--- config.mk ---
export PLATFORM = sky130hd
export DESIGN_NAME = cta_exec_top
export DESIGN_NICKNAME = d
export VERILOG_FILES = /design/src/rtl/cta_pkg.sv /design/src/rtl/cta_alu.sv /design/src/rtl/cta_exec_top.sv
export SDC_FILE = /design/constraint.sdc
export NUM_CORES = 1
export LEC_CHECK = 0
export ABC_CLOCK_PERIOD_IN_PS = 4600
export BUFFER_PORTS_ARGS = -buffer_cell sky130_fd_sc_hd__buf_2
export CAP_MARGIN = 40
export CORE_ASPECT_RATIO = 1.75
export CORE_MARGIN = 2
export CORE_UTILIZATION = 36
export CTS_CLUSTER_DIAMETER = 100
export DETAILED_ROUTE_END_ITERATION = 6
export SYNTH_ARGS = -nofsm -noshare
export SYNTH_HDL_FRONTEND = slang
export SYNTH_SLANG_ARGS = --single-unit
--- constraint.sdc ---
create_clock -name clk_sys -period 4.6 [get_ports clk_sys]
set_input_delay 0.92 -clock clk_sys [delete_from_list [all_inputs] [get_ports clk_sys]]
set_output_delay 0.92 -clock clk_sys [all_outputs]
set_load 0.01 [all_outputs]
--- src/rtl/cta_pkg.sv ---
// Package with register map, opcodes, flag actions and per-instruction timing for the executor
package cta_pkg;

    // Wishbone register byte offsets
    localparam logic [7:0] REG_INSTR = 8'h00;
    localparam logic [7:0] REG_STATUS = 8'h04;
    localparam logic [7:0] REG_GPR_LO = 8'h08;
    localparam logic [7:0] REG_GPR_HI = 8'h0C;
    localparam logic [7:0] REG_PSW = 8'h10;
    localparam logic [7:0] REG_PC = 8'h14;
    localparam logic [7:0] REG_PSW_SAVE = 8'h18;

    // Instruction word fields
    localparam int INSTR_OP_LSB = 0;
    localparam int INSTR_IDX_LSB = 5;
    localparam int INSTR_IMM_LSB = 8;
    localparam int INSTR_WORD_LSB = 16;

    // Status word fields
    localparam int STAT_BUSY_BIT = 0;
    localparam int STAT_CLK_LSB = 8;
    localparam int STAT_BYTES_LSB = 16;

    // Program status word bit positions
    localparam int PSW_CY_BIT = 0;
    localparam int PSW_AC_BIT = 4;
    localparam int PSW_Z_BIT = 6;

    // Byte register indexes; pair k is {reg 2k+1, reg 2k}
    localparam logic [2:0] IDX_X = 3'h0;
    localparam logic [2:0] IDX_A = 3'h1;
    localparam logic [1:0] RP_HL = 2'h3;

    // Reset values
    localparam logic [7:0] PSW_RESET = 8'h02;
    localparam logic [15:0] PC_RESET = 16'h0000;

    // Steps for commit, memory read and data latch, counted from the first busy cycle after accept
    localparam logic [3:0] EXEC_STEP = 4'h3;
    localparam logic [3:0] READ_STEP = 4'h0;
    localparam logic [3:0] LATCH_STEP = 4'h2;

    typedef enum logic [4:0] {
        OP_MOV_R_IMM = 5'h00, OP_MOV_A_R = 5'h01, OP_MOV_R_A = 5'h02,
        OP_MOV_A_ABS = 5'h03, OP_MOV_ABS_A = 5'h04, OP_MOV_PSW_IMM = 5'h05,
        OP_MOV_A_PSW = 5'h06, OP_MOV_PSW_A = 5'h07, OP_MOV_A_HLB = 5'h08,
        OP_MOV_HLB_A = 5'h09, OP_XCH_A_R = 5'h0A, OP_XCH_A_HLB = 5'h0B,
        OP_WORD_TRANSFER_OP_RP_IMM = 5'h0C, OP_WORD_TRANSFER_OP_AX_RP = 5'h0D, OP_WORD_TRANSFER_OP_RP_AX = 5'h0E,
        OP_WORD_SWAP_OP_AX_RP = 5'h0F, OP_ADD_A_ABS = 5'h10, OP_ADD_WITH_CARRY_OP_SAD_IMM = 5'h11,
        OP_SUB_SAD_IMM = 5'h12, OP_SUB_A_HLB = 5'h13, OP_BR_REL = 5'h14,
        OP_SET_CY = 5'h15, OP_CLR_CY = 5'h16, OP_PSW_RESTORE = 5'h17
    } cta_op_t;

    typedef enum logic [2:0] {
        FA_KEEP = 3'h0, FA_CLR = 3'h1, FA_SET = 3'h2, FA_CALC = 3'h3, FA_SAVED = 3'h4
    } cta_flag_act_t;

    typedef enum logic [1:0] {
        ST_IDLE = 2'b01,
        ST_RUN = 2'b10
    } cta_state_t;

    // Total clocks each instruction occupies
    function automatic logic [3:0] op_clocks(input cta_op_t op);
        case (op)
            OP_MOV_R_IMM, OP_MOV_PSW_IMM, OP_WORD_TRANSFER_OP_RP_IMM, OP_ADD_WITH_CARRY_OP_SAD_IMM,
            OP_SUB_SAD_IMM, OP_MOV_A_HLB, OP_MOV_HLB_A, OP_SUB_A_HLB,
            OP_BR_REL, OP_PSW_RESTORE, OP_XCH_A_R: op_clocks = 4'h6;
            OP_MOV_A_ABS, OP_MOV_ABS_A, OP_XCH_A_HLB, OP_WORD_SWAP_OP_AX_RP,
            OP_ADD_A_ABS: op_clocks = 4'h8;
            default: op_clocks = 4'h4;
        endcase
    endfunction : op_clocks

    // Encoded length in bytes, used to advance the program counter
    function automatic logic [1:0] op_bytes(input cta_op_t op);
        case (op)
            OP_MOV_R_IMM, OP_MOV_ABS_A, OP_MOV_A_ABS, OP_MOV_PSW_IMM, OP_WORD_TRANSFER_OP_RP_IMM,
            OP_ADD_A_ABS, OP_ADD_WITH_CARRY_OP_SAD_IMM, OP_SUB_SAD_IMM: op_bytes = 2'h3;
            OP_WORD_TRANSFER_OP_AX_RP, OP_WORD_TRANSFER_OP_RP_AX, OP_WORD_SWAP_OP_AX_RP, OP_SET_CY, OP_CLR_CY,
            OP_PSW_RESTORE: op_bytes = 2'h1;
            default: op_bytes = 2'h2;
        endcase
    endfunction : op_bytes

    // Instructions that read a memory operand
    function automatic logic op_reads(input cta_op_t op);
        case (op)
            OP_MOV_A_ABS, OP_MOV_A_HLB, OP_XCH_A_HLB, OP_ADD_A_ABS,
            OP_ADD_WITH_CARRY_OP_SAD_IMM, OP_SUB_SAD_IMM, OP_SUB_A_HLB: op_reads = 1'b1;
            default: op_reads = 1'b0;
        endcase
    endfunction : op_reads

    // Instructions addressed by pointer pair plus offset byte
    function automatic logic op_uses_hl(input cta_op_t op);
        op_uses_hl = (op == OP_MOV_A_HLB) || (op == OP_MOV_HLB_A) ||
                     (op == OP_XCH_A_HLB) || (op == OP_SUB_A_HLB);
    endfunction : op_uses_hl

    // Treatment of zero, half-carry and carry, packed {Z, AC, CY}
    function automatic logic [8:0] op_flag_acts(input cta_op_t op);
        case (op)
            OP_ADD_A_ABS, OP_ADD_WITH_CARRY_OP_SAD_IMM, OP_SUB_SAD_IMM, OP_SUB_A_HLB:
                op_flag_acts = {FA_CALC, FA_CALC, FA_CALC};
            OP_SET_CY: op_flag_acts = {FA_KEEP, FA_KEEP, FA_SET};
            OP_CLR_CY: op_flag_acts = {FA_KEEP, FA_KEEP, FA_CLR};
            OP_PSW_RESTORE: op_flag_acts = {FA_SAVED, FA_SAVED, FA_SAVED};
            default: op_flag_acts = {FA_KEEP, FA_KEEP, FA_KEEP};
        endcase
    endfunction : op_flag_acts

    // One flag's next value under a given treatment
    function automatic logic flag_next(input logic [2:0] act, input logic old,
                                       input logic calc, input logic saved);
        case (act)
            FA_CLR: flag_next = 1'b0;
            FA_SET: flag_next = 1'b1;
            FA_CALC: flag_next = calc;
            FA_SAVED: flag_next = saved;
            default: flag_next = old;
        endcase
    endfunction : flag_next

endpackage : cta_pkg
--- src/rtl/cta_alu.sv ---
// Byte adder/subtractor producing result, carry or borrow, half carry and zero
`timescale 1ns/1ps
module cta_alu (
    input wire logic [7:0] op_a,
    input wire logic [7:0] op_b,
    input wire logic carry_in,
    input wire logic subtract,
    output logic [7:0] result,
    output logic carry_out,
    output logic half_carry,
    output logic zero
);
    logic [4:0] low_sum;
    logic [8:0] full_sum;

    // Subtraction takes carry_in as a borrow and returns the borrow itself, not inverted, on carry_out
    assign low_sum = subtract ? ({1'b0, op_a[3:0]} - {1'b0, op_b[3:0]} - {4'h0, carry_in})
                              : ({1'b0, op_a[3:0]} + {1'b0, op_b[3:0]} + {4'h0, carry_in});
    assign full_sum = subtract ? ({1'b0, op_a} - {1'b0, op_b} - {8'h00, carry_in})
                               : ({1'b0, op_a} + {1'b0, op_b} + {8'h00, carry_in});
    assign result = full_sum[7:0];
    assign carry_out = full_sum[8];
    assign half_carry = low_sum[4];
    assign zero = (full_sum[7:0] == 8'h00);
endmodule : cta_alu

--- src/rtl/cta_exec_top.sv ---
// Transfer and arithmetic instruction executor with a Wishbone register slave
`timescale 1ns/1ps
// Operation
// (RULE1) Provide 8-bit accumulator as default byte source and destination.
// (RULE2) Pair two byte registers into a 16-bit accumulator for word ops.
// (RULE3) Each flag is kept, cleared, set, computed or restored per instruction.
// (RULE4) Bracketed operand means the memory byte at that address.
// (RULE5) Every register pair reads and writes as upper and lower bytes.
// (RULE6) Branch offset byte is sign-extended before adding to the program counter.
// (RULE7) Load accumulator from pointer pair plus byte; 2 bytes, 6 clocks, flags kept.
// (RULE8) Store accumulator to pointer pair plus byte; 2 bytes, 6 clocks, flags kept.
// (RULE9) Swap accumulator with byte at pointer plus offset; 8 clocks, flags kept.
// (RULE10) Add absolute memory byte to accumulator; flags computed; 3 bytes, 8 clocks.
// (RULE11) Add byte plus carry into short-address memory; flags computed; 6 clocks.
// (RULE12) Subtract byte from short-address memory, borrow to carry; 6 clocks.
// (RULE13) Subtract pointer-offset byte from accumulator, borrow to carry; 6 clocks.
// (RULE14) Loading the status word sets flags from the value; other transfers keep them.
// (RULE15) Each instruction stays busy exactly its listed clocks before the next.
module cta_exec_top
    import cta_pkg::*;
(
    input wire logic clk_sys,
    input wire logic reset_n,
    input wire logic wb_cyc_i,
    input wire logic wb_stb_i,
    input wire logic wb_we_i,
    input wire logic [7:0] wb_adr_i,
    input wire logic [3:0] wb_sel_i,
    input wire logic [31:0] wb_dat_i,
    output logic [31:0] wb_dat_o,
    output logic wb_ack_o,
    output logic [15:0] mem_addr_o,
    output logic [7:0] mem_wdata_o,
    output logic mem_we_o,
    output logic mem_re_o,
    input wire logic [7:0] mem_rdata_i,
    output logic busy_o,
    output logic done_o
);
    import cta_pkg::*;

    cta_state_t state_r;
    cta_state_t state_nxt;
    cta_op_t op_r;
    logic [2:0] idx_r;
    logic [7:0] imm_r;
    logic [15:0] word_r;
    logic [3:0] cnt_r;
    logic [7:0] gpr_r [8];
    logic [7:0] gpr_nxt [8];
    logic [7:0] psw_r;
    logic [7:0] psw_nxt;
    logic [7:0] psw_save_r;
    logic [15:0] pc_r;
    logic [15:0] pc_nxt;
    logic [7:0] mdata_r;
    logic [7:0] mem_wdata_r;
    logic mem_we_r;
    logic mem_re_r;
    logic [15:0] mem_addr_r;
    logic [31:0] wb_dat_r;
    logic wb_ack_r;
    logic done_r;
    logic [3:0] last_clk_r;
    logic [1:0] last_bytes_r;
    logic wr_mem_nxt;
    logic [7:0] wdata_nxt;

    // Bus decode; a write takes effect on the edge where ack is high, a read on the edge that raises ack
    logic bus_req;
    logic bus_wr;
    logic bus_rd;
    logic idle;
    logic start;
    logic gpr_wr_lo;
    logic gpr_wr_hi;
    logic [31:0] rd_mux;
    assign bus_req = wb_cyc_i & wb_stb_i;
    assign bus_wr = bus_req & wb_we_i & wb_ack_r;
    assign bus_rd = bus_req & ~wb_we_i & ~wb_ack_r;
    assign idle = (state_r == ST_IDLE);
    // Instructions are only taken when idle, so one never overlaps the next
    assign start = bus_wr & idle & (wb_adr_i == REG_INSTR) & (&wb_sel_i); // see (RULE15)
    assign gpr_wr_lo = bus_wr & idle & (wb_adr_i == REG_GPR_LO);
    assign gpr_wr_hi = bus_wr & idle & (wb_adr_i == REG_GPR_HI);

    // Read mux; unmapped offsets answer zero
    assign rd_mux = (wb_adr_i == REG_STATUS) ?
                        ({14'h0000, last_bytes_r, 4'h0, last_clk_r, 7'h00, ~idle}) :
                    (wb_adr_i == REG_GPR_LO) ? {gpr_r[3], gpr_r[2], gpr_r[1], gpr_r[0]} :
                    (wb_adr_i == REG_GPR_HI) ? {gpr_r[7], gpr_r[6], gpr_r[5], gpr_r[4]} :
                    (wb_adr_i == REG_PSW) ? {24'h000000, psw_r} :
                    (wb_adr_i == REG_PC) ? {16'h0000, pc_r} :
                    (wb_adr_i == REG_PSW_SAVE) ? {24'h000000, psw_save_r} : 32'h00000000;

    // Operand views of the register file
    logic [7:0] acc;
    logic [7:0] rsel;
    logic [15:0] hl_pair;
    logic [15:0] mem_ea;
    logic [15:0] br_off;
    assign acc = gpr_r[IDX_A]; // see (RULE1)
    assign rsel = gpr_r[idx_r];
    assign hl_pair = {gpr_r[{RP_HL, 1'b1}], gpr_r[{RP_HL, 1'b0}]}; // see (RULE5)
    // Bracketed operands address memory rather than supply a value
    assign mem_ea = op_uses_hl(op_r) ? (hl_pair + {8'h00, imm_r}) : word_r; // see (RULE4) (RULE7)
    assign br_off = {{8{imm_r[7]}}, imm_r}; // see (RULE6)

    // Shared adder: operand and mode selection per instruction
    logic [7:0] alu_a;
    logic [7:0] alu_b;
    logic alu_cin;
    logic alu_sub;
    logic [7:0] alu_res;
    logic alu_cy;
    logic alu_ac;
    logic alu_z;
    logic mem_is_dest;
    assign mem_is_dest = (op_r == OP_ADD_WITH_CARRY_OP_SAD_IMM) || (op_r == OP_SUB_SAD_IMM);
    assign alu_a = mem_is_dest ? mdata_r : acc;
    assign alu_b = mem_is_dest ? imm_r : mdata_r;
    assign alu_cin = (op_r == OP_ADD_WITH_CARRY_OP_SAD_IMM) ? psw_r[PSW_CY_BIT] : 1'b0; // see (RULE11)
    assign alu_sub = (op_r == OP_SUB_SAD_IMM) || (op_r == OP_SUB_A_HLB); // see (RULE12) (RULE13)

    cta_alu u_alu (
        .op_a(alu_a),
        .op_b(alu_b),
        .carry_in(alu_cin),
        .subtract(alu_sub),
        .result(alu_res),
        .carry_out(alu_cy),
        .half_carry(alu_ac),
        .zero(alu_z)
    );

    // Flag treatment for the current instruction
    logic [8:0] acts;
    logic [7:0] psw_flags;
    assign acts = op_flag_acts(op_r);
    always_comb begin
        psw_flags = psw_r;
        psw_flags[PSW_Z_BIT] = flag_next(acts[8:6], psw_r[PSW_Z_BIT], alu_z, psw_save_r[PSW_Z_BIT]); // see (RULE3)
        psw_flags[PSW_AC_BIT] = flag_next(acts[5:3], psw_r[PSW_AC_BIT], alu_ac, psw_save_r[PSW_AC_BIT]);
        psw_flags[PSW_CY_BIT] = flag_next(acts[2:0], psw_r[PSW_CY_BIT], alu_cy, psw_save_r[PSW_CY_BIT]);
    end

    // Instruction semantics, committed at the execute step
    always_comb begin
        gpr_nxt = gpr_r;
        psw_nxt = psw_flags; // see (RULE14)
        pc_nxt = pc_r + {14'h0000, op_bytes(op_r)};
        wr_mem_nxt = 1'b0;
        wdata_nxt = acc;
        case (op_r)
            OP_MOV_R_IMM: gpr_nxt[idx_r] = imm_r;
            OP_MOV_A_R: gpr_nxt[IDX_A] = rsel;
            OP_MOV_R_A: gpr_nxt[idx_r] = acc;
            OP_MOV_A_ABS, OP_MOV_A_HLB: gpr_nxt[IDX_A] = mdata_r; // see (RULE7)
            OP_MOV_ABS_A, OP_MOV_HLB_A: wr_mem_nxt = 1'b1; // see (RULE8)
            OP_MOV_PSW_IMM: psw_nxt = imm_r; // see (RULE14)
            OP_MOV_PSW_A: psw_nxt = acc; // see (RULE14)
            OP_MOV_A_PSW: gpr_nxt[IDX_A] = psw_r;
            OP_XCH_A_R: begin
                gpr_nxt[IDX_A] = rsel;
                gpr_nxt[idx_r] = acc;
            end
            OP_XCH_A_HLB: begin
                gpr_nxt[IDX_A] = mdata_r; // see (RULE9)
                wr_mem_nxt = 1'b1;
            end
            OP_WORD_TRANSFER_OP_RP_IMM: begin
                gpr_nxt[{idx_r[1:0], 1'b1}] = word_r[15:8]; // see (RULE5)
                gpr_nxt[{idx_r[1:0], 1'b0}] = word_r[7:0];
            end
            OP_WORD_TRANSFER_OP_AX_RP: begin
                gpr_nxt[IDX_A] = gpr_r[{idx_r[1:0], 1'b1}]; // see (RULE2)
                gpr_nxt[IDX_X] = gpr_r[{idx_r[1:0], 1'b0}];
            end
            OP_WORD_TRANSFER_OP_RP_AX: begin
                gpr_nxt[{idx_r[1:0], 1'b1}] = gpr_r[IDX_A];
                gpr_nxt[{idx_r[1:0], 1'b0}] = gpr_r[IDX_X];
            end
            OP_WORD_SWAP_OP_AX_RP: begin
                gpr_nxt[IDX_A] = gpr_r[{idx_r[1:0], 1'b1}]; // see (RULE2)
                gpr_nxt[IDX_X] = gpr_r[{idx_r[1:0], 1'b0}];
                gpr_nxt[{idx_r[1:0], 1'b1}] = gpr_r[IDX_A];
                gpr_nxt[{idx_r[1:0], 1'b0}] = gpr_r[IDX_X];
            end
            OP_ADD_A_ABS, OP_SUB_A_HLB: gpr_nxt[IDX_A] = alu_res; // see (RULE10) (RULE13)
            OP_ADD_WITH_CARRY_OP_SAD_IMM, OP_SUB_SAD_IMM: begin
                wr_mem_nxt = 1'b1; // see (RULE11) (RULE12)
                wdata_nxt = alu_res;
            end
            OP_BR_REL: pc_nxt = pc_r + {14'h0000, op_bytes(op_r)} + br_off; // see (RULE6)
            default: gpr_nxt = gpr_r;
        endcase
    end

    // Sequencer: busy for exactly the listed clocks, then one done pulse
    logic exec_now;
    logic last_step;
    assign exec_now = (state_r == ST_RUN) && (cnt_r == EXEC_STEP);
    assign last_step = (state_r == ST_RUN) && (cnt_r == op_clocks(op_r) - 4'h1); // see (RULE15)
    always_comb begin
        case (state_r)
            ST_IDLE: state_nxt = start ? ST_RUN : ST_IDLE;
            ST_RUN: state_nxt = last_step ? ST_IDLE : ST_RUN;
            default: state_nxt = ST_IDLE;
        endcase
    end

    always_ff @(posedge clk_sys) begin
        if (!reset_n) begin
            state_r <= ST_IDLE;
            cnt_r <= 4'h0;
            op_r <= OP_MOV_R_IMM;
            idx_r <= 3'h0;
            imm_r <= 8'h00;
            word_r <= 16'h0000;
            done_r <= 1'b0;
        end else begin
            state_r <= state_nxt;
            cnt_r <= (state_r == ST_RUN) ? cnt_r + 4'h1 : 4'h0;
            done_r <= last_step;
            if (start) begin
                op_r <= cta_op_t'(wb_dat_i[INSTR_OP_LSB +: 5]);
                idx_r <= wb_dat_i[INSTR_IDX_LSB +: 3];
                imm_r <= wb_dat_i[INSTR_IMM_LSB +: 8];
                word_r <= wb_dat_i[INSTR_WORD_LSB +: 16];
            end
        end
    end

    // Memory port: read at step 0, data latched at step 2, write issued after execute
    always_ff @(posedge clk_sys) begin
        if (!reset_n) begin
            mem_re_r <= 1'b0;
            mem_we_r <= 1'b0;
            mem_addr_r <= 16'h0000;
            mem_wdata_r <= 8'h00;
            mdata_r <= 8'h00;
        end else begin
            mem_re_r <= (state_r == ST_RUN) && (cnt_r == READ_STEP) && op_reads(op_r);
            mem_we_r <= exec_now && wr_mem_nxt;
            if (state_r == ST_RUN) begin
                mem_addr_r <= mem_ea; // see (RULE4)
            end
            if (exec_now) begin
                mem_wdata_r <= wdata_nxt;
            end
            if ((state_r == ST_RUN) && (cnt_r == LATCH_STEP)) begin
                mdata_r <= mem_rdata_i;
            end
        end
    end

    // Architectural state; software writes are refused while an instruction runs
    always_ff @(posedge clk_sys) begin
        if (!reset_n) begin
            for (int i = 0; i < 8; i++) begin
                gpr_r[i] <= 8'h00;
            end
            psw_r <= PSW_RESET;
            psw_save_r <= PSW_RESET;
            pc_r <= PC_RESET;
            last_clk_r <= 4'h0;
            last_bytes_r <= 2'h0;
        end else if (exec_now) begin
            gpr_r <= gpr_nxt;
            psw_r <= psw_nxt;
            pc_r <= pc_nxt;
            last_clk_r <= op_clocks(op_r);
            last_bytes_r <= op_bytes(op_r);
        end else begin
            for (int i = 0; i < 4; i++) begin
                if (gpr_wr_lo && wb_sel_i[i]) gpr_r[i] <= wb_dat_i[8*i +: 8];
                if (gpr_wr_hi && wb_sel_i[i]) gpr_r[i + 4] <= wb_dat_i[8*i +: 8];
            end
            if (bus_wr && idle && (wb_adr_i == REG_PSW) && wb_sel_i[0]) psw_r <= wb_dat_i[7:0];
            if (bus_wr && idle && (wb_adr_i == REG_PSW_SAVE) && wb_sel_i[0]) psw_save_r <= wb_dat_i[7:0];
            if (bus_wr && idle && (wb_adr_i == REG_PC) && (&wb_sel_i[1:0])) pc_r <= wb_dat_i[15:0];
        end
    end

    // Wishbone answer: ack one cycle after the strobe, dropped the next cycle
    always_ff @(posedge clk_sys) begin
        if (!reset_n) begin
            wb_ack_r <= 1'b0;
            wb_dat_r <= 32'h00000000;
        end else begin
            wb_ack_r <= bus_req & ~wb_ack_r;
            if (bus_rd) wb_dat_r <= rd_mux;
        end
    end

    assign wb_ack_o = wb_ack_r;
    assign wb_dat_o = wb_dat_r;
    assign mem_addr_o = mem_addr_r;
    assign mem_wdata_o = mem_wdata_r;
    assign mem_we_o = mem_we_r;
    assign mem_re_o = mem_re_r;
    assign busy_o = (state_r == ST_RUN);
    assign done_o = done_r;

    // Checks on the datapath and sequencing
    a_busy_length: assert property (@(posedge clk_sys) disable iff (!reset_n) // see (RULE15)
        $fell(state_r == ST_RUN) |-> $past(cnt_r) == op_clocks(op_r) - 4'h1)
        else $error("instruction length differs from its clock count");
    a_load_address: assert property (@(posedge clk_sys) disable iff (!reset_n) // see (RULE7)
        (state_r == ST_RUN && cnt_r == 4'h0 && op_r == OP_MOV_A_HLB)
        |=> mem_re_r && mem_addr_r == hl_pair + {8'h00, imm_r})
        else $error("load did not read pointer plus offset");
    a_store_data: assert property (@(posedge clk_sys) disable iff (!reset_n) // see (RULE8)
        (exec_now && op_r == OP_MOV_HLB_A) |=> (mem_we_r && mem_wdata_r == $past(acc) && psw_r == $past(psw_r))
        ##1 !mem_we_r)
        else $error("store wrote wrong data or touched flags");
    a_xch_swap: assert property (@(posedge clk_sys) disable iff (!reset_n) // see (RULE9)
        (exec_now && op_r == OP_XCH_A_HLB) |=> acc == $past(mdata_r) && mem_wdata_r == $past(acc))
        else $error("exchange did not swap");
    a_add_result: assert property (@(posedge clk_sys) disable iff (!reset_n) // see (RULE10)
        (exec_now && op_r == OP_ADD_A_ABS)
        |=> {psw_r[PSW_CY_BIT], acc} == {1'b0, $past(acc)} + {1'b0, $past(mdata_r)})
        else $error("add result or carry wrong");
    a_add_with_carry_op_memory: assert property (@(posedge clk_sys) disable iff (!reset_n) // see (RULE11)
        (exec_now && op_r == OP_ADD_WITH_CARRY_OP_SAD_IMM)
        |=> mem_we_r && mem_wdata_r == $past(mdata_r) + $past(imm_r) + {7'h00, $past(psw_r[PSW_CY_BIT])})
        else $error("add with carry wrote wrong byte");
    a_sub_borrow: assert property (@(posedge clk_sys) disable iff (!reset_n) // see (RULE12) (RULE13)
        (exec_now && (op_r == OP_SUB_A_HLB || op_r == OP_SUB_SAD_IMM))
        |=> psw_r[PSW_CY_BIT] == ($past(alu_a) < $past(alu_b)))
        else $error("borrow not reflected in carry");
    a_branch_sext: assert property (@(posedge clk_sys) disable iff (!reset_n) // see (RULE6)
        (exec_now && op_r == OP_BR_REL) |=> pc_r == $past(pc_r) + 16'h0002 + {{8{$past(imm_r[7])}}, $past(imm_r)})
        else $error("branch offset not sign-extended");
    a_psw_load: assert property (@(posedge clk_sys) disable iff (!reset_n) // see (RULE14)
        (exec_now && op_r == OP_MOV_PSW_IMM) |=> psw_r == $past(imm_r))
        else $error("status word load did not take the value");
    a_flag_restore: assert property (@(posedge clk_sys) disable iff (!reset_n) // see (RULE3)
        (exec_now && op_r == OP_PSW_RESTORE) |=> psw_r[PSW_Z_BIT] == $past(psw_save_r[PSW_Z_BIT])
        && psw_r[PSW_AC_BIT] == $past(psw_save_r[PSW_AC_BIT])
        && psw_r[PSW_CY_BIT] == $past(psw_save_r[PSW_CY_BIT]))
        else $error("saved flags not restored");

    c_add_run: cover property (@(posedge clk_sys) disable iff (!reset_n) exec_now && op_r == OP_ADD_A_ABS);
    c_xch_run: cover property (@(posedge clk_sys) disable iff (!reset_n) exec_now && op_r == OP_XCH_A_HLB);
    c_back_branch: cover property (@(posedge clk_sys) disable iff (!reset_n)
        exec_now && op_r == OP_BR_REL && imm_r[7]);
    c_refused_write: cover property (@(posedge clk_sys) disable iff (!reset_n)
        bus_wr && !idle && wb_adr_i == REG_INSTR);
endmodule : cta_exec_top

After elaboration in Yosys (flattened, before gate mapping)
Memories as Yosys holds them, arrays and structs flattened. A register that Yosys moved wholly into a read port is not among the register bits.
Index checks and enable logic that the tools add are counted.
{ "classes": {"n_addsub": 14, "order_cmp": 6, "eq_ne": 53, "muxes": 72, "n_bitwise": 18, "n_reduce_logical": 67} }
{ "op_table": {"columns": ["cell", "count"], "rows": [
  ["64-bit bitwise mux", 9],
  ["48-bit one-hot mux with 6 select lines", 1],
  ["8-bit two-way mux", 23],
  ["16-bit two-way mux", 6],
  ["32-bit two-way mux", 3],
  ["8-bit one-hot mux with 11 select lines", 1],
  ["8-bit binary-select mux with 3-bit select", 3],
  ["8-bit demux with 3-bit select", 3],
  ["64-bit two-way mux", 1],
  ["8-bit one-hot mux with 7 select lines", 1],
  ["5-bit by 4-bit equality test with 1-bit output, second input constant", 8],
  ["5-bit equality test, second input constant", 8],
  ["9-bit one-hot mux with 4 select lines", 1],
  ["5-bit two-way mux", 7],
  ["16-bit by 2-bit adder with 16-bit output", 2],
  ["2-bit AND reduction", 15],
  ["7-bit by 1-bit inequality test with 1-bit output, second input constant", 4],
  ["8-bit by 5-bit equality test with 1-bit output, second input constant", 3],
  ["1-bit logical AND", 24],
  ["5-bit by 3-bit equality test with 1-bit output, second input constant", 4],
  ["2-bit nonzero test", 10],
  ["3-bit by 2-bit equality test with 1-bit output, second input constant", 6],
  ["16-bit adder", 1],
  ["16-bit by 8-bit adder with 16-bit output", 1],
  ["other kinds (45)", 85]
]} }
{ "word_totals": {"ff_bits": 206, "romBits": 384, "input_bits": 57, "output_inout_bits": 61, "wordCells": 264, "memories": 5} }
{ "mem_list": {"columns": ["name", "words", "word_bits", "rd", "rd_ports_with_merged_regs", "write_ports", "line_no", "rtl"], "rows": [
  ["(no name shown)", 32, 3, 1, 1, 0, "cta_pkg.sv:65", "case (op)"],
  ["(no name shown)", 32, 3, 1, 1, 0, "cta_pkg.sv:65", null],
  ["(no name shown)", 32, 2, 1, 1, 0, "cta_pkg.sv:77", "case (op)"],
  ["(no name shown)", 32, 2, 1, 1, 0, "cta_pkg.sv:77", null],
  ["(no name shown)", 32, 2, 1, 1, 0, "cta_pkg.sv:77", null]
]} }

Longest topological paths before layout
Gate-level depths: netlist of run 1.
{ "logic_depth": {"depth_word": 10, "mapped_depth": 20, "mapped_depth_nobuf": 18} }

Hierarchy
Synthesis of run 1 repeated with hierarchy kept, for this count alone.
{ "unflattened": {"hier_cells": 2126, "hier_area_um2": 16374.5} }
{ "modules_own_cells": {"columns": ["module", "n_inst", "cells_each", "area_each_um2", "seq_area_each_um2"], "rows": [
  ["cta_exec_top", 1, 1994, 15349.7, 4244.1],
  ["cta_alu", 1, 132, 1024.7, 0.0]
]} }

Least setup slack after synthesis of run 1
No wires, ideal clock.
{ "synth_timing": {"path_type": "reg-to-reg", "startpoint": "register op_r[1]", "endpoint": "register gpr_r (netlist bit acc[6])", "setup_ps": 139, "t_arrival_ps": 3577, "required_time_ps": 4461, "setup_slack_ps": 884, "path_stages_with_launch": 19, "path_buffers": 2, "synth_period_minus_slack_ps": 3716, "path_cell_list": "dfxtp_1 -> inv_1 -> ha_1 -> clkbuf_1 -> o21ai_2 -> clkbuf_1 -> nand2_1 -> o21ai_0 -> fa_1 -> inv_1 -> fa_1 -> o21a_1 -> o21ba_2 -> nor3_1 -> nand3b_1 -> o31ai_1 -> a2111o_1 -> nand2_1 -> a221oi_1"} }
{ "synth_via": {"elab_chain_cells": 8, "word_cells_on_any_way": 32, "classes_between": "add/sub: 4; eq/ne: 16; mux: 6; reduce/logical: 6"} }
{ "synth_lines": {"columns": ["element", "line_no", "rtl"], "rows": [
  ["start, declared", "cta_exec_top.sv:44", "cta_op_t op_r;"],
  ["start signal, assigned", "cta_exec_top.sv:226", "op_r <= cta_op_t'(wb_dat_i[INSTR_OP_LSB +: 5]);"],
  ["5-bit equality test, on equally long branches", "cta_exec_top.sv:119, cta_exec_top.sv:122, cta_exec_top.sv:123", null],
  ["1-bit logical OR", "cta_exec_top.sv:119", "assign mem_is_dest = (op_r == OP_ADD_WITH_CARRY_OP_SAD_IMM) || (op_r == OP_SUB_SAD_IMM);"],
  ["8-bit two-way mux, on equally long branches", "cta_exec_top.sv:120, cta_exec_top.sv:121", null],
  ["8-bit by 8-bit adder with 9-bit output or 8-bit by 8-bit subtractor with 9-bit output (tied branches)", "cta_alu.sv:20, cta_alu.sv:19", null],
  ["9-bit by 1-bit adder with 9-bit output or 9-bit by 1-bit subtractor with 9-bit output (tied branches)", "cta_alu.sv:20, cta_alu.sv:19", null],
  ["9-bit two-way mux", "cta_alu.sv:19", "assign full_sum = subtract ? ({1'b0, op_a} - {1'b0, op_b} - {8'h00, carry_in})"],
  ["8-bit one-hot mux with 11 select lines", "cta_exec_top.sv:154", "case (op_r)"],
  ["64-bit two-way mux", "cta_exec_top.sv:268", "end else if (exec_now) begin"],
  ["end signal, assigned", "cta_exec_top.sv:269", "gpr_r <= gpr_nxt;"],
  ["end signal, assigned by index", "cta_exec_top.sv:276", "if (gpr_wr_lo && wb_sel_i[i]) gpr_r[i] <= wb_dat_i[8*i +: 8];"],
  ["end signal, assigned by index", "cta_exec_top.sv:277", "if (gpr_wr_hi && wb_sel_i[i]) gpr_r[i + 4] <= wb_dat_i[8*i +: 8];"],
  ["end, declared", "cta_exec_top.sv:49", "logic [7:0] gpr_r [8];"]
]} }
Parallel ways exist; a longest one is shown, timed or not.
A chain may end at the register's enable or synchronous reset.

Worst setup path in the final report of run 1
{ "layout_timing": {"startpoint": "register op_r[0]", "endpoint": "register gpr_r (netlist bit acc[6])"} }
The elaborated chain is that of the path after synthesis.

==> results_dict.tcl, run 1 <==
set metrics [dict create \
    grt_antenna_before_repair 1 \
    endpoint_kind "flop" \
    async_flop_share_pct 0 \
    nFillCells 4522 \
    core_area_um2 42290 \
    synthDominantAreaCellType "sky130_fd_sc_hd__dfxtp_1" \
    run_status "finished with violations" \
    final_tns_setup_ns 0 \
    cts_tree "built" \
    grt_overflow 0 \
    die-height_um 277.3 \
    start_util_pct 36.33 \
    ir_drop_v 0.0002037 \
    net-switching-power_uw 990.1 \
    synth_area_leaders "sky130_fd_sc_hd__dfxtp_1 (28%), sky130_fd_sc_hd__ha_1 (5.9%), sky130_fd_sc_hd__nor2_1 (5.9%)" \
    synth_nets 2113 \
    final-hold-violation-count 0 \
    synth-compound-area-share_pct 28.99 \
    synth_cells 1974 \
    multiInputGateArea_um2 10290 \
    grt_pass1_vias 15750 \
    power.share.sequential_pct 45.8 \
    route.detailed.vias_per_inst 6.335 \
    cp_data_required_time_ns 5.07 \
    grt_first_pass_wirelength_mm 104.6 \
    synth_xor_area_share_pct 2.680 \
    cts-hold-fix-buffers 0 \
    final.setup.worst_slack_ns 0.3675 \
    io_buffers 117 \
    timing_worst_setup_path_type "reg2reg" \
    clock_power_share_pct 49.9 \
    startpoint "op_r[0]$_SDFFE_PN0P_" \
    synth_ff_type "sky130_fd_sc_hd__dfxtp_1" \
    post_synthesis_adder_cell_area_fraction_pct 7.118 \
    timing.final.crit_period_ns 4.233 \
    yosys-mux-area-fraction_pct 6.980 \
    route.detailed.drc 27 \
    synth.avg_cell_area_um2 7.782 \
    yosysSeqAreaShare_pct 27.63 \
    yosys_synthesis_warning_count 0 \
    totalWireLength_mm 72.03 \
    n_antenna_cell 0 \
    timing.fmax_ghz 0.2363 \
    violations "design-rule violations" \
    root_buffer "sky130_fd_sc_hd__clkbuf_16" \
    design.final.nets 2163 \
    final-setup-viol-count 0 \
    grtUsageTotal_pct 31.34 \
    worst-path-max-fanout 12 \
    portion_of_synthesized_cell_area_occupied_by_the_leading_cell_type_pct 27.63 \
    count_leader_synth "sky130_fd_sc_hd__nor2_1" \
    drt-pass1-iter-count 7 \
    timing.slew.headroom_pct 38.72 \
    slew_viol_final 0 \
    p_per_area_nw_per_um2 234.6 \
    cts_buffer_depth 3 \
    clkSlewWorstSetupHoldPaths_ns 0.07 \
    timing.reg2reg.setup_slack_ns 0.37 \
    placement.setup.worst_slack_ns 0.4866 \
    dr.first_iter.drc_count 1758 \
    via_count 16480 \
    utilization_after_layout_pct 40.90 \
    wire_per_inst_um 27.68 \
    synth-edff-count 0 \
    die-width_um 160.2 \
    post_synth_and_or_nand_nor_area_fraction_pct 20.98 \
    final.period_utilization_pct 92.01 \
    power_report.internal_total_mw 3.068 \
    worstHoldPathType "reg2reg" \
    h-tree-depth 1 \
    seqCellArea_um2 4248 \
    rsz_0062_raised_after_global_routing "no" \
    fp-row-count 100 \
    cts_sinks 212 \
    floorplan.die_area_um2 44410 \
    area.growth.synth_to_final_pct 12.60 \
    layout-drive-gt1-share_pct 14.01 \
    rr_worst_depth 17 \
    io_pins 118 \
    max_cap_violations 0 \
    finalWeightedCongestion 1.056 \
    fin_skew_ns 0.02243 \
    antenna_nets_post_route 0 \
    hpwl_mm 54.41 \
    ys_types 91 \
    lkg_pwr_nw 6.615 \
    cp.arrival_ns 4.70 \
    worst_setup_path_endpoint "acc[6]$_SDFFE_PN0P_" \
    power.combinational.fraction_pct 4.3 \
    r2r_start "op_r[0]$_SDFFE_PN0P_" \
    post_cts_resize_count 0 \
    largest_family_of_logic_cells_by_synthesized_area "compound AO/OA/AOI/OAI gates" \
    grt_max_degree 159 \
    worst_tran_pin_value_ns 0.9096 \
    regToRegEndpoint "acc[6]$_SDFFE_PN0P_" \
    ys_seq_elements 212 \
    cts_setup_buffers 0 \
    worstSetupStartpointType "flop" \
    synth.cells.most_frequent "sky130_fd_sc_hd__nor2_1 (243), sky130_fd_sc_hd__nand2_1 (215), sky130_fd_sc_hd__dfxtp_1 (212)" \
    power_switching_share_pct 24.40 \
    numCtsBuffers 23 \
    synth.cell_area_um2 15360 \
    insertion_delay_of_the_later_clocked_pin_in_the_worst_skew_pair_ns 0.56 \
]
==> final cells by class <==
type	count	area share (%)
Tap cell	561	4.058
Inverter	56	1.244
Timing Repair Buffer	175	6.054
Clock inverter	16	1.172
Sequential cell	212	24.56
Multi-Input combinational cell	1556	59.46
Clock buffer	26	3.450
==> kinds of logic after synthesis <==
kind of cell             Yosys count
AND/OR/NAND/NOR                  702
multiplexers                      78
buffers and inverters            206
flip-flops                       212
AO/OA/AOI/OAI                    647
adder cells (fa/ha/maj)           82
XOR/XNOR                          47
==> flip-flops by register name, indices dropped and copies added (netlist names), 8 cells and up, named ones only <==
name	flops
wb_dat_o	32
mem_wdata_o	8
gpr_r	56
psw_r	8
psw_save_r	8
mdata_r	8
pc_r	16
word_r	16
imm_r	8
mem_addr_o	16
acc	8
==> routing by layer <==
layer	routed length [µm]	share of wire, %	up-vias	GRT usage, %
met2	34200	47	849	52.90
li1	-	-	7417	-
met4	7256	10	2	25.99
met1	25260	35	7902	34.35
met3	5292	7.3	313	5.144
met5	12	0.017	-	0
==> power by group through the flow <==
stage | Clock [mW] | Combinational (mW) | Sequential (mW)
after floorplan | 0 | 0.0665 | 1.90
after global placement | 0 | 0.169 | 1.90
after detailed placement | 0 | 0.171 | 1.90
after CTS | 2.05 | 0.172 | 1.86
after global routing | 2.12 | 0.184 | 1.86
final | 2.03 | 0.175 | 1.86
==> through the flow <==
| step | area, µm² | cells | power [mW] | hold WS, ns |
|---|---|---|---|---|
| after floorplan | 15360 | 1974 | 1.970 | 0.4415 |
| after global placement | 16420 | 2551 | 2.068 | 0.4686 |
| after detailed placement | 16490 | 2559 | 2.070 | 0.4650 |
| after CTS | 17290 | 2601 | 4.083 | 0.4742 |
| after global routing | 17300 | 2602 | 4.163 | 0.4936 |
| final | 17300 | 2602 | 4.058 | 0.4682 |
==> cells in the final DEF, fill, tap and decap left out, drive strengths merged, types with 17 or more instances in the layout <==
cell type and instances:
a211oi 42, a21o 26, a21oi 176, a221oi 55, a222oi 19, a22o 18
a22oi 49, a31oi 23, buf 175, clkbuf 26, dfxtp 212, ha 73
inv 58, mux2i 52, mux4 23, nand2 217, nand3 30, nor2 246
nor2b 17, nor3 95, o211ai 17, o21ai 117, o2bb2ai 17, xnor2 29
xor2 18
==> how the worst min path moves through the flow <==
stage / start / endpoint / depth (start not counted) / slack, ns
global route: mem_wdata_o[7]$_SDFFE_PN0P_ / mem_wdata_o[7]$_SDFFE_PN0P_ / 2 / 0.49
global placement: mem_wdata_o[5]$_SDFFE_PN0P_ / mem_wdata_o[5]$_SDFFE_PN0P_ / 2 / 0.47
CTS: mem_wdata_o[7]$_SDFFE_PN0P_ / mem_wdata_o[7]$_SDFFE_PN0P_ / 2 / 0.47
detailed placement: mem_wdata_o[7]$_SDFFE_PN0P_ / mem_wdata_o[7]$_SDFFE_PN0P_ / 2 / 0.46
finish: mem_wdata_o[7]$_SDFFE_PN0P_ / mem_wdata_o[7]$_SDFFE_PN0P_ / 2 / 0.47
floorplan: cnt_r[0]$_SDFF_PN0_ / cnt_r[0]$_SDFF_PN0_ / 1 / 0.44
==> worst max-delay path, cell delays in order (launching register included) <==
cell                       delay (ns)
sky130_fd_sc_hd__dfxtp_1         0.40
sky130_fd_sc_hd__inv_1           0.08
sky130_fd_sc_hd__ha_1            0.36
sky130_fd_sc_hd__nor2_1          0.45
sky130_fd_sc_hd__nor2_1          0.16
sky130_fd_sc_hd__nand2_1         0.10
sky130_fd_sc_hd__nand2_1         0.08
sky130_fd_sc_hd__fa_1            0.42
sky130_fd_sc_hd__inv_1           0.10
sky130_fd_sc_hd__fa_1            0.22
sky130_fd_sc_hd__nor2b_1         0.06
sky130_fd_sc_hd__o21a_1          0.21
sky130_fd_sc_hd__o211ai_1        0.24
sky130_fd_sc_hd__a21boi_0        0.15
sky130_fd_sc_hd__o31ai_1         0.58
sky130_fd_sc_hd__a2111o_1        0.24
sky130_fd_sc_hd__nand2_1         0.06
sky130_fd_sc_hd__a221oi_1        0.23
(Power assumes the default switching activity.)
==> inputs of run 2 (changes only) <==
- PLACE_DENSITY: not set -> 0.49
- REMOVE_ABC_BUFFERS: not set -> 1
==> results_dict.tcl, run 2 (same netlist as run 1, synthesis figures left out) <==
set metrics [dict create \
    timing.fmax_ghz 0.2513 \
    final.period_utilization_pct 86.49 \
    critical_path.slowest_cell "sky130_fd_sc_hd__fa_1" \
    n_antenna_cell 0 \
    cp_data_required_time_ns 5.08 \
    mostFrequentLayoutCell "sky130_fd_sc_hd__nor2_1" \
    final-setup-viol-count 0 \
    timing.final.crit_period_ns 3.979 \
    totalWireLength_mm 71.26 \
    io_pins 118 \
    slew_viol_final 0 \
    run_status "finished clean" \
    antenna_nets_post_route 0 \
    largest-register "gpr_r" \
    cp.arrival_ns 4.46 \
    core_area_um2 42290 \
    fin_skew_ns 0.02073 \
    holdPathStages 2 \
    root_buffer "sky130_fd_sc_hd__clkbuf_16" \
    grt_overflow 0 \
    via_count 16300 \
    grt_first_pass_wirelength_mm 104.5 \
    start_util_pct 36.33 \
    post_cts_resize_count 0 \
    wire_per_inst_um 27.19 \
    io_buffers 117 \
    area.growth.synth_to_final_pct 13.80 \
    placed_cells_incl_taps 2578 \
    timing.slew.headroom_pct 36.18 \
    layout-drive-gt1-share_pct 14.56 \
    final_cell_count_no_fill 2621 \
    worst-path-max-fanout 20 \
    die-height_um 277.3 \
    fp-row-count 100 \
    grtUsageTotal_pct 31.19 \
    top_library_cells_by_usage_in_the_layout_fill_and_taps_aside "sky130_fd_sc_hd__nor2_1 (243), sky130_fd_sc_hd__nand2_1 (215), sky130_fd_sc_hd__dfxtp_1 (210), sky130_fd_sc_hd__a21oi_1 (170), sky130_fd_sc_hd__buf_2 (119)" \
    cts_tree "built" \
    p_per_area_nw_per_um2 235.8 \
    endpoint_kind "flop" \
    worst_hold_slack_ns 0.4734 \
    worst_tran_pin_value_ns 0.9573 \
    clkSlewWorstSetupHoldPaths_ns 0.07 \
    final-hold-violation-count 0 \
    worstSetupStartpointType "flop" \
    grt_antenna_before_repair 0 \
    route.detailed.vias_per_inst 6.220 \
    lkg_pwr_nw 6.723 \
    hpwl_mm 53.24 \
    insertion_delay_of_the_later_clocked_pin_in_the_worst_skew_pair_ns 0.56 \
    dr.first_iter.drc_count 1481 \
    ir_drop_v 0.0002485 \
    cts_sinks 212 \
    rr_worst_depth 17 \
    design.final.nets 2182 \
    route.detailed.drc 0 \
    grt_pass1_vias 15790 \
    worstPathCellList "inv_1, ha_1, o21ai_2, buf_4, nand2_1, o21ai_0, inv_1, fa_1, nor2b_1, o21a_1, o211ai_1, and3b_1, o31ai_1, buf_4, nor2_1, or3_1, a21oi_1" \
    cts_setup_buffers 0 \
    cts-hold-fix-buffers 0 \
    worstHoldPathType "reg2reg" \
    die-width_um 160.2 \
    max_cap_violations 0 \
    critical_path_s_largest_stage_delay_ns 0.45 \
    timing_worst_setup_path_type "reg2reg" \
    largest_register_ff_count 56 \
    h-tree-depth 1 \
    rsz_0062_raised_after_global_routing "no" \
    drt-pass1-iter-count 7 \
    cts_buffer_depth 3 \
    finalWeightedCongestion 0.9863 \
    dpl-instance-area_um2 16650 \
    floorplan.die_area_um2 44410 \
    grt_max_degree 147 \
    post-route-cell-area_um2 17480 \
    numCtsBuffers 24 \
]
[run 2: changes by cell type in the layout (fill, tap and decap cells not counted), moves of 2 or more]
cell / change
sky130_fd_sc_hd__clkbuf_1: +4
sky130_fd_sc_hd__clkbuf_16: +2
sky130_fd_sc_hd__clkbuf_8: +3
sky130_fd_sc_hd__clkinv_4: -2
sky130_fd_sc_hd__buf_2: -2
sky130_fd_sc_hd__buf_8: +2
sky130_fd_sc_hd__clkinv_2: -3
sky130_fd_sc_hd__buf_4: +18
[run 2: final cells by class]
type / count / area, µm²
timing repair buffer: 193 / 1202
tap: 561 / 701.9
clock inverter: 8 / 123.9
inverter: 56 / 215.2
multi-input combinational: 1556 / 10290
fill: 4465 / 24810
clock buffer: 35 / 703.2
sequential: 212 / 4247
[run 2: report_power, final]
part	total, mW	switching [mW]	internal, mW
combinational	0.171	0.120	0.0509
clock	2.09	0.865	1.23
sequential	1.86	0.00795	1.85
[run 2: path summary, 6_finish.rpt]
path,startpoint,to,slack [ns]
hold / removal,mem_wdata_o[4]$_SDFFE_PN0P_,mem_wdata_o[4]$_SDFFE_PN0P_,0.47
setup reg to reg,op_r[1]$_SDFFE_PN0P_,mem_wdata_o[6]$_SDFFE_PN0P_,0.62
setup / recovery,op_r[1]$_SDFFE_PN0P_,mem_wdata_o[6]$_SDFFE_PN0P_,0.62
hold reg to reg,mem_wdata_o[4]$_SDFFE_PN0P_,mem_wdata_o[4]$_SDFFE_PN0P_,0.47
[run 2: per-stage QoR]
step           total power, mW  TNS [ns]  worst slack, ns  utilization, %
2_1_floorplan            1.962    -30.02          -0.7035               -
3_3_place_gp             2.065         0           0.7279           39.17
3_5_place_dp             2.067         0           0.6286           39.38
4_1_cts                  4.158         0           0.5776           41.34
5_1_grt                  4.220         0           0.2855           41.34
6_report                 4.123         0           0.6215           41.34
[run 2: critical path: cells and delay by family (launching register included)]
| kind | cells | cell delay [ns] |
|---|---|---|
| flip-flops | 1 | 0.40 |
| AO/OA/AOI/OAI | 6 | 1.27 |
| buffers and inverters | 4 | 0.75 |
| adder cells (fa/ha/maj) | 2 | 0.77 |
| AND/OR/NAND/NOR | 5 | 0.72 |
[run 2: metal layers]
metal	part of all wire [%]	wire, µm	GRT usage (%)	vias to the layer above
li1	-	-	-	7438
met1	36	25900	35.23	7769
met2	49	34910	55.06	853
met3	7.2	5096	4.157	243
met4	7.5	5345	19.70	0
met5	0	0	0	-
==> inputs of run 3 (changes only) <==
- ABC_CLOCK_PERIOD_IN_PS: 4600 -> 4200
- RECOVER_POWER: not set -> 25
- clock period: 4.6 -> 4.2 ns (I/O delays scaled with it)
==> results_dict.tcl, run 3 (same netlist as run 1, synthesis figures left out) <==
set metrics [dict create \
    run_status "finished with violations" \
    violations "max-capacitance violations, max-slew violations" \
    die-width_um 160.2 \
    drt-pass1-iter-count 6 \
    worst_hold_slack_ns 0.4677 \
    power_switching_share_pct 24.75 \
    final-setup-viol-count 0 \
    nFillCells 4513 \
    dpl-instance-area_um2 16700 \
    timing_worst_setup_path_type "reg2reg" \
    insertion_delay_of_the_later_clocked_pin_in_the_worst_skew_pair_ns 0.56 \
    finalWeightedCongestion 1.004 \
    cts_buffer_depth 3 \
    fp-row-count 100 \
    final.setup.worst_slack_ns 0.4451 \
    worstSetupStartpointType "flop" \
    mostFrequentLayoutCell "sky130_fd_sc_hd__nor2_1" \
    power.share.sequential_pct 45.1 \
    timing.slew.headroom_pct -25.64 \
    max_cap_violations 2 \
    timing.critical_path.buf_inv 1 \
    fin_total_pwr_mw 4.509 \
    clkSlewWorstSetupHoldPaths_ns 0.07 \
    top_library_cells_by_usage_in_the_layout_fill_and_taps_aside "sky130_fd_sc_hd__nor2_1 (242), sky130_fd_sc_hd__nand2_1 (215), sky130_fd_sc_hd__dfxtp_1 (210), sky130_fd_sc_hd__a21oi_1 (170), sky130_fd_sc_hd__o21ai_0 (108)" \
    power.combinational.fraction_pct 4.1 \
    area.growth.synth_to_final_pct 13.58 \
    worst-path-max-fanout 8 \
    final-hold-violation-count 0 \
    grt_antenna_before_repair 1 \
    route.detailed.vias_per_inst 6.195 \
    timing.final.crit_period_ns 3.755 \
    numCtsBuffers 23 \
    critPathTopFamily "compound AO/OA/AOI/OAI gates" \
    power_report.internal_total_mw 3.393 \
    dr.first_iter.drc_count 1388 \
    wire_per_inst_um 27.46 \
    grt_max_degree 80 \
    final.period_utilization_pct 89.40 \
    cts-hold-fix-buffers 0 \
    totalWireLength_mm 72.09 \
    ir_drop_v 0.0002299 \
    cts_tree "built" \
    io_buffers 117 \
    net-switching-power_mw 1.116 \
    start_util_pct 36.33 \
    p_per_area_nw_per_um2 258.5 \
    cp.arrival_ns 4.10 \
    slew_viol_final 106 \
    root_buffer "sky130_fd_sc_hd__clkbuf_16" \
    critical_path.slowest_cell "sky130_fd_sc_hd__dfxtp_1" \
    antenna_nets_post_route 0 \
    worstPathCellList "fa_1, ha_1, inv_1, fa_1, nor2b_1, o31a_1, o2111a_1, nor3_1, nor3_1, a211oi_1, mux2i_1, a31oi_1" \
    fin_skew_ns 0.02606 \
    grt_pass1_vias 15680 \
    timing.reg2reg.setup_slack_ns 0.45 \
    post-route-cell-area_um2 17450 \
    endpoint_kind "flop" \
    io_pins 118 \
    rsz_0062_raised_after_global_routing "no" \
    floorplan.die_area_um2 44410 \
    cp_data_required_time_ns 4.55 \
    lkg_pwr_nw 6.506 \
    cts_setup_buffers 0 \
    grt_first_pass_wirelength_mm 105.6 \
    grt_overflow 0 \
    core_area_um2 42290 \
    largest_register_ff_count 56 \
    worstHoldPathType "reg2reg" \
    critical_path_s_largest_stage_delay_ns 0.68 \
    placement.setup.worst_slack_ns 0.2623 \
    die-height_um 277.3 \
    worst_tran_pin_value_ns 1.885 \
    h-tree-depth 1 \
    route.detailed.drc 0 \
    hpwl_mm 54.00 \
    cts_sinks 212 \
    grtUsageTotal_pct 31.67 \
    clock_power_share_pct 50.8 \
    design.final.nets 2186 \
    via_count 16260 \
    largest-register "gpr_r" \
    timing.fmax_ghz 0.2663 \
    layout-drive-gt1-share_pct 12.26 \
]
run 3: per-layer routing:
layer  up-vias  GRT usage [%]  part of all wire (%)
met2       795          55.28                    49
met5         -              0                     0
li1       7443              -                     -
met3       243          4.650                   7.0
met4         0          20.95                   7.9
met1      7781          35.67                    36
run 3: final timing paths:
path / cells after the start / from / to
setup / recovery: 12 / imm_r[1]$_SDFFE_PN0P_ / pc_r[15]$_SDFFE_PN0P_
hold / removal: 2 / mem_wdata_o[4]$_SDFFE_PN0P_ / mem_wdata_o[4]$_SDFFE_PN0P_
setup reg to reg: 12 / imm_r[1]$_SDFFE_PN0P_ / pc_r[15]$_SDFFE_PN0P_
hold reg to reg: 2 / mem_wdata_o[4]$_SDFFE_PN0P_ / mem_wdata_o[4]$_SDFFE_PN0P_
run 3: layout make-up:
type                       count  area (µm²)  area share, %
antenna                        1       2.502        0.01434
clock buffer                  30       671.9          3.851
clock inverter                11       148.9         0.8534
inverter                      56       211.5          1.212
multi-input combinational   1556       10290          58.97
sequential                   212        4247          24.34
tap                          561       701.9          4.023
timing repair buffer         198        1176          6.741
run 3: power groups by stage:
stage | logic, mW | clock network, mW | registers [mW]
after floorplan | 0.0643 | 0 | 2.08
after global placement | 0.183 | 0 | 2.08
after detailed placement | 0.187 | 0 | 2.08
after CTS | 0.187 | 2.33 | 2.03
after global routing | 0.198 | 2.41 | 2.03
final | 0.185 | 2.29 | 2.03
run 3: tightest hold or removal path: cells and delay by family, from the launching register on:
family / cells / cell delay, ns
and+or+nand+nor: 1 / 0.05
AOI/OAI and AO/OA: 1 / 0.05
DFF: 1 / 0.32
run 3: repair_timing:
item | CTS | global route
endpoints found under the setup margin | 0 | 4
gates resized for setup | 0 | 2
endpoints found under the hold margin | 0 | 0
run 3: metrics by stage:
step           setup TNS, ns  utilization [%]  cells
4_1_cts                    0            41.43   2624
3_3_place_gp               0            39.37   2579
2_1_floorplan         -67.63                -   1824
6_report                   0            41.26   2625
5_1_grt                    0            41.25   2624
3_5_place_dp               0            39.49   2583
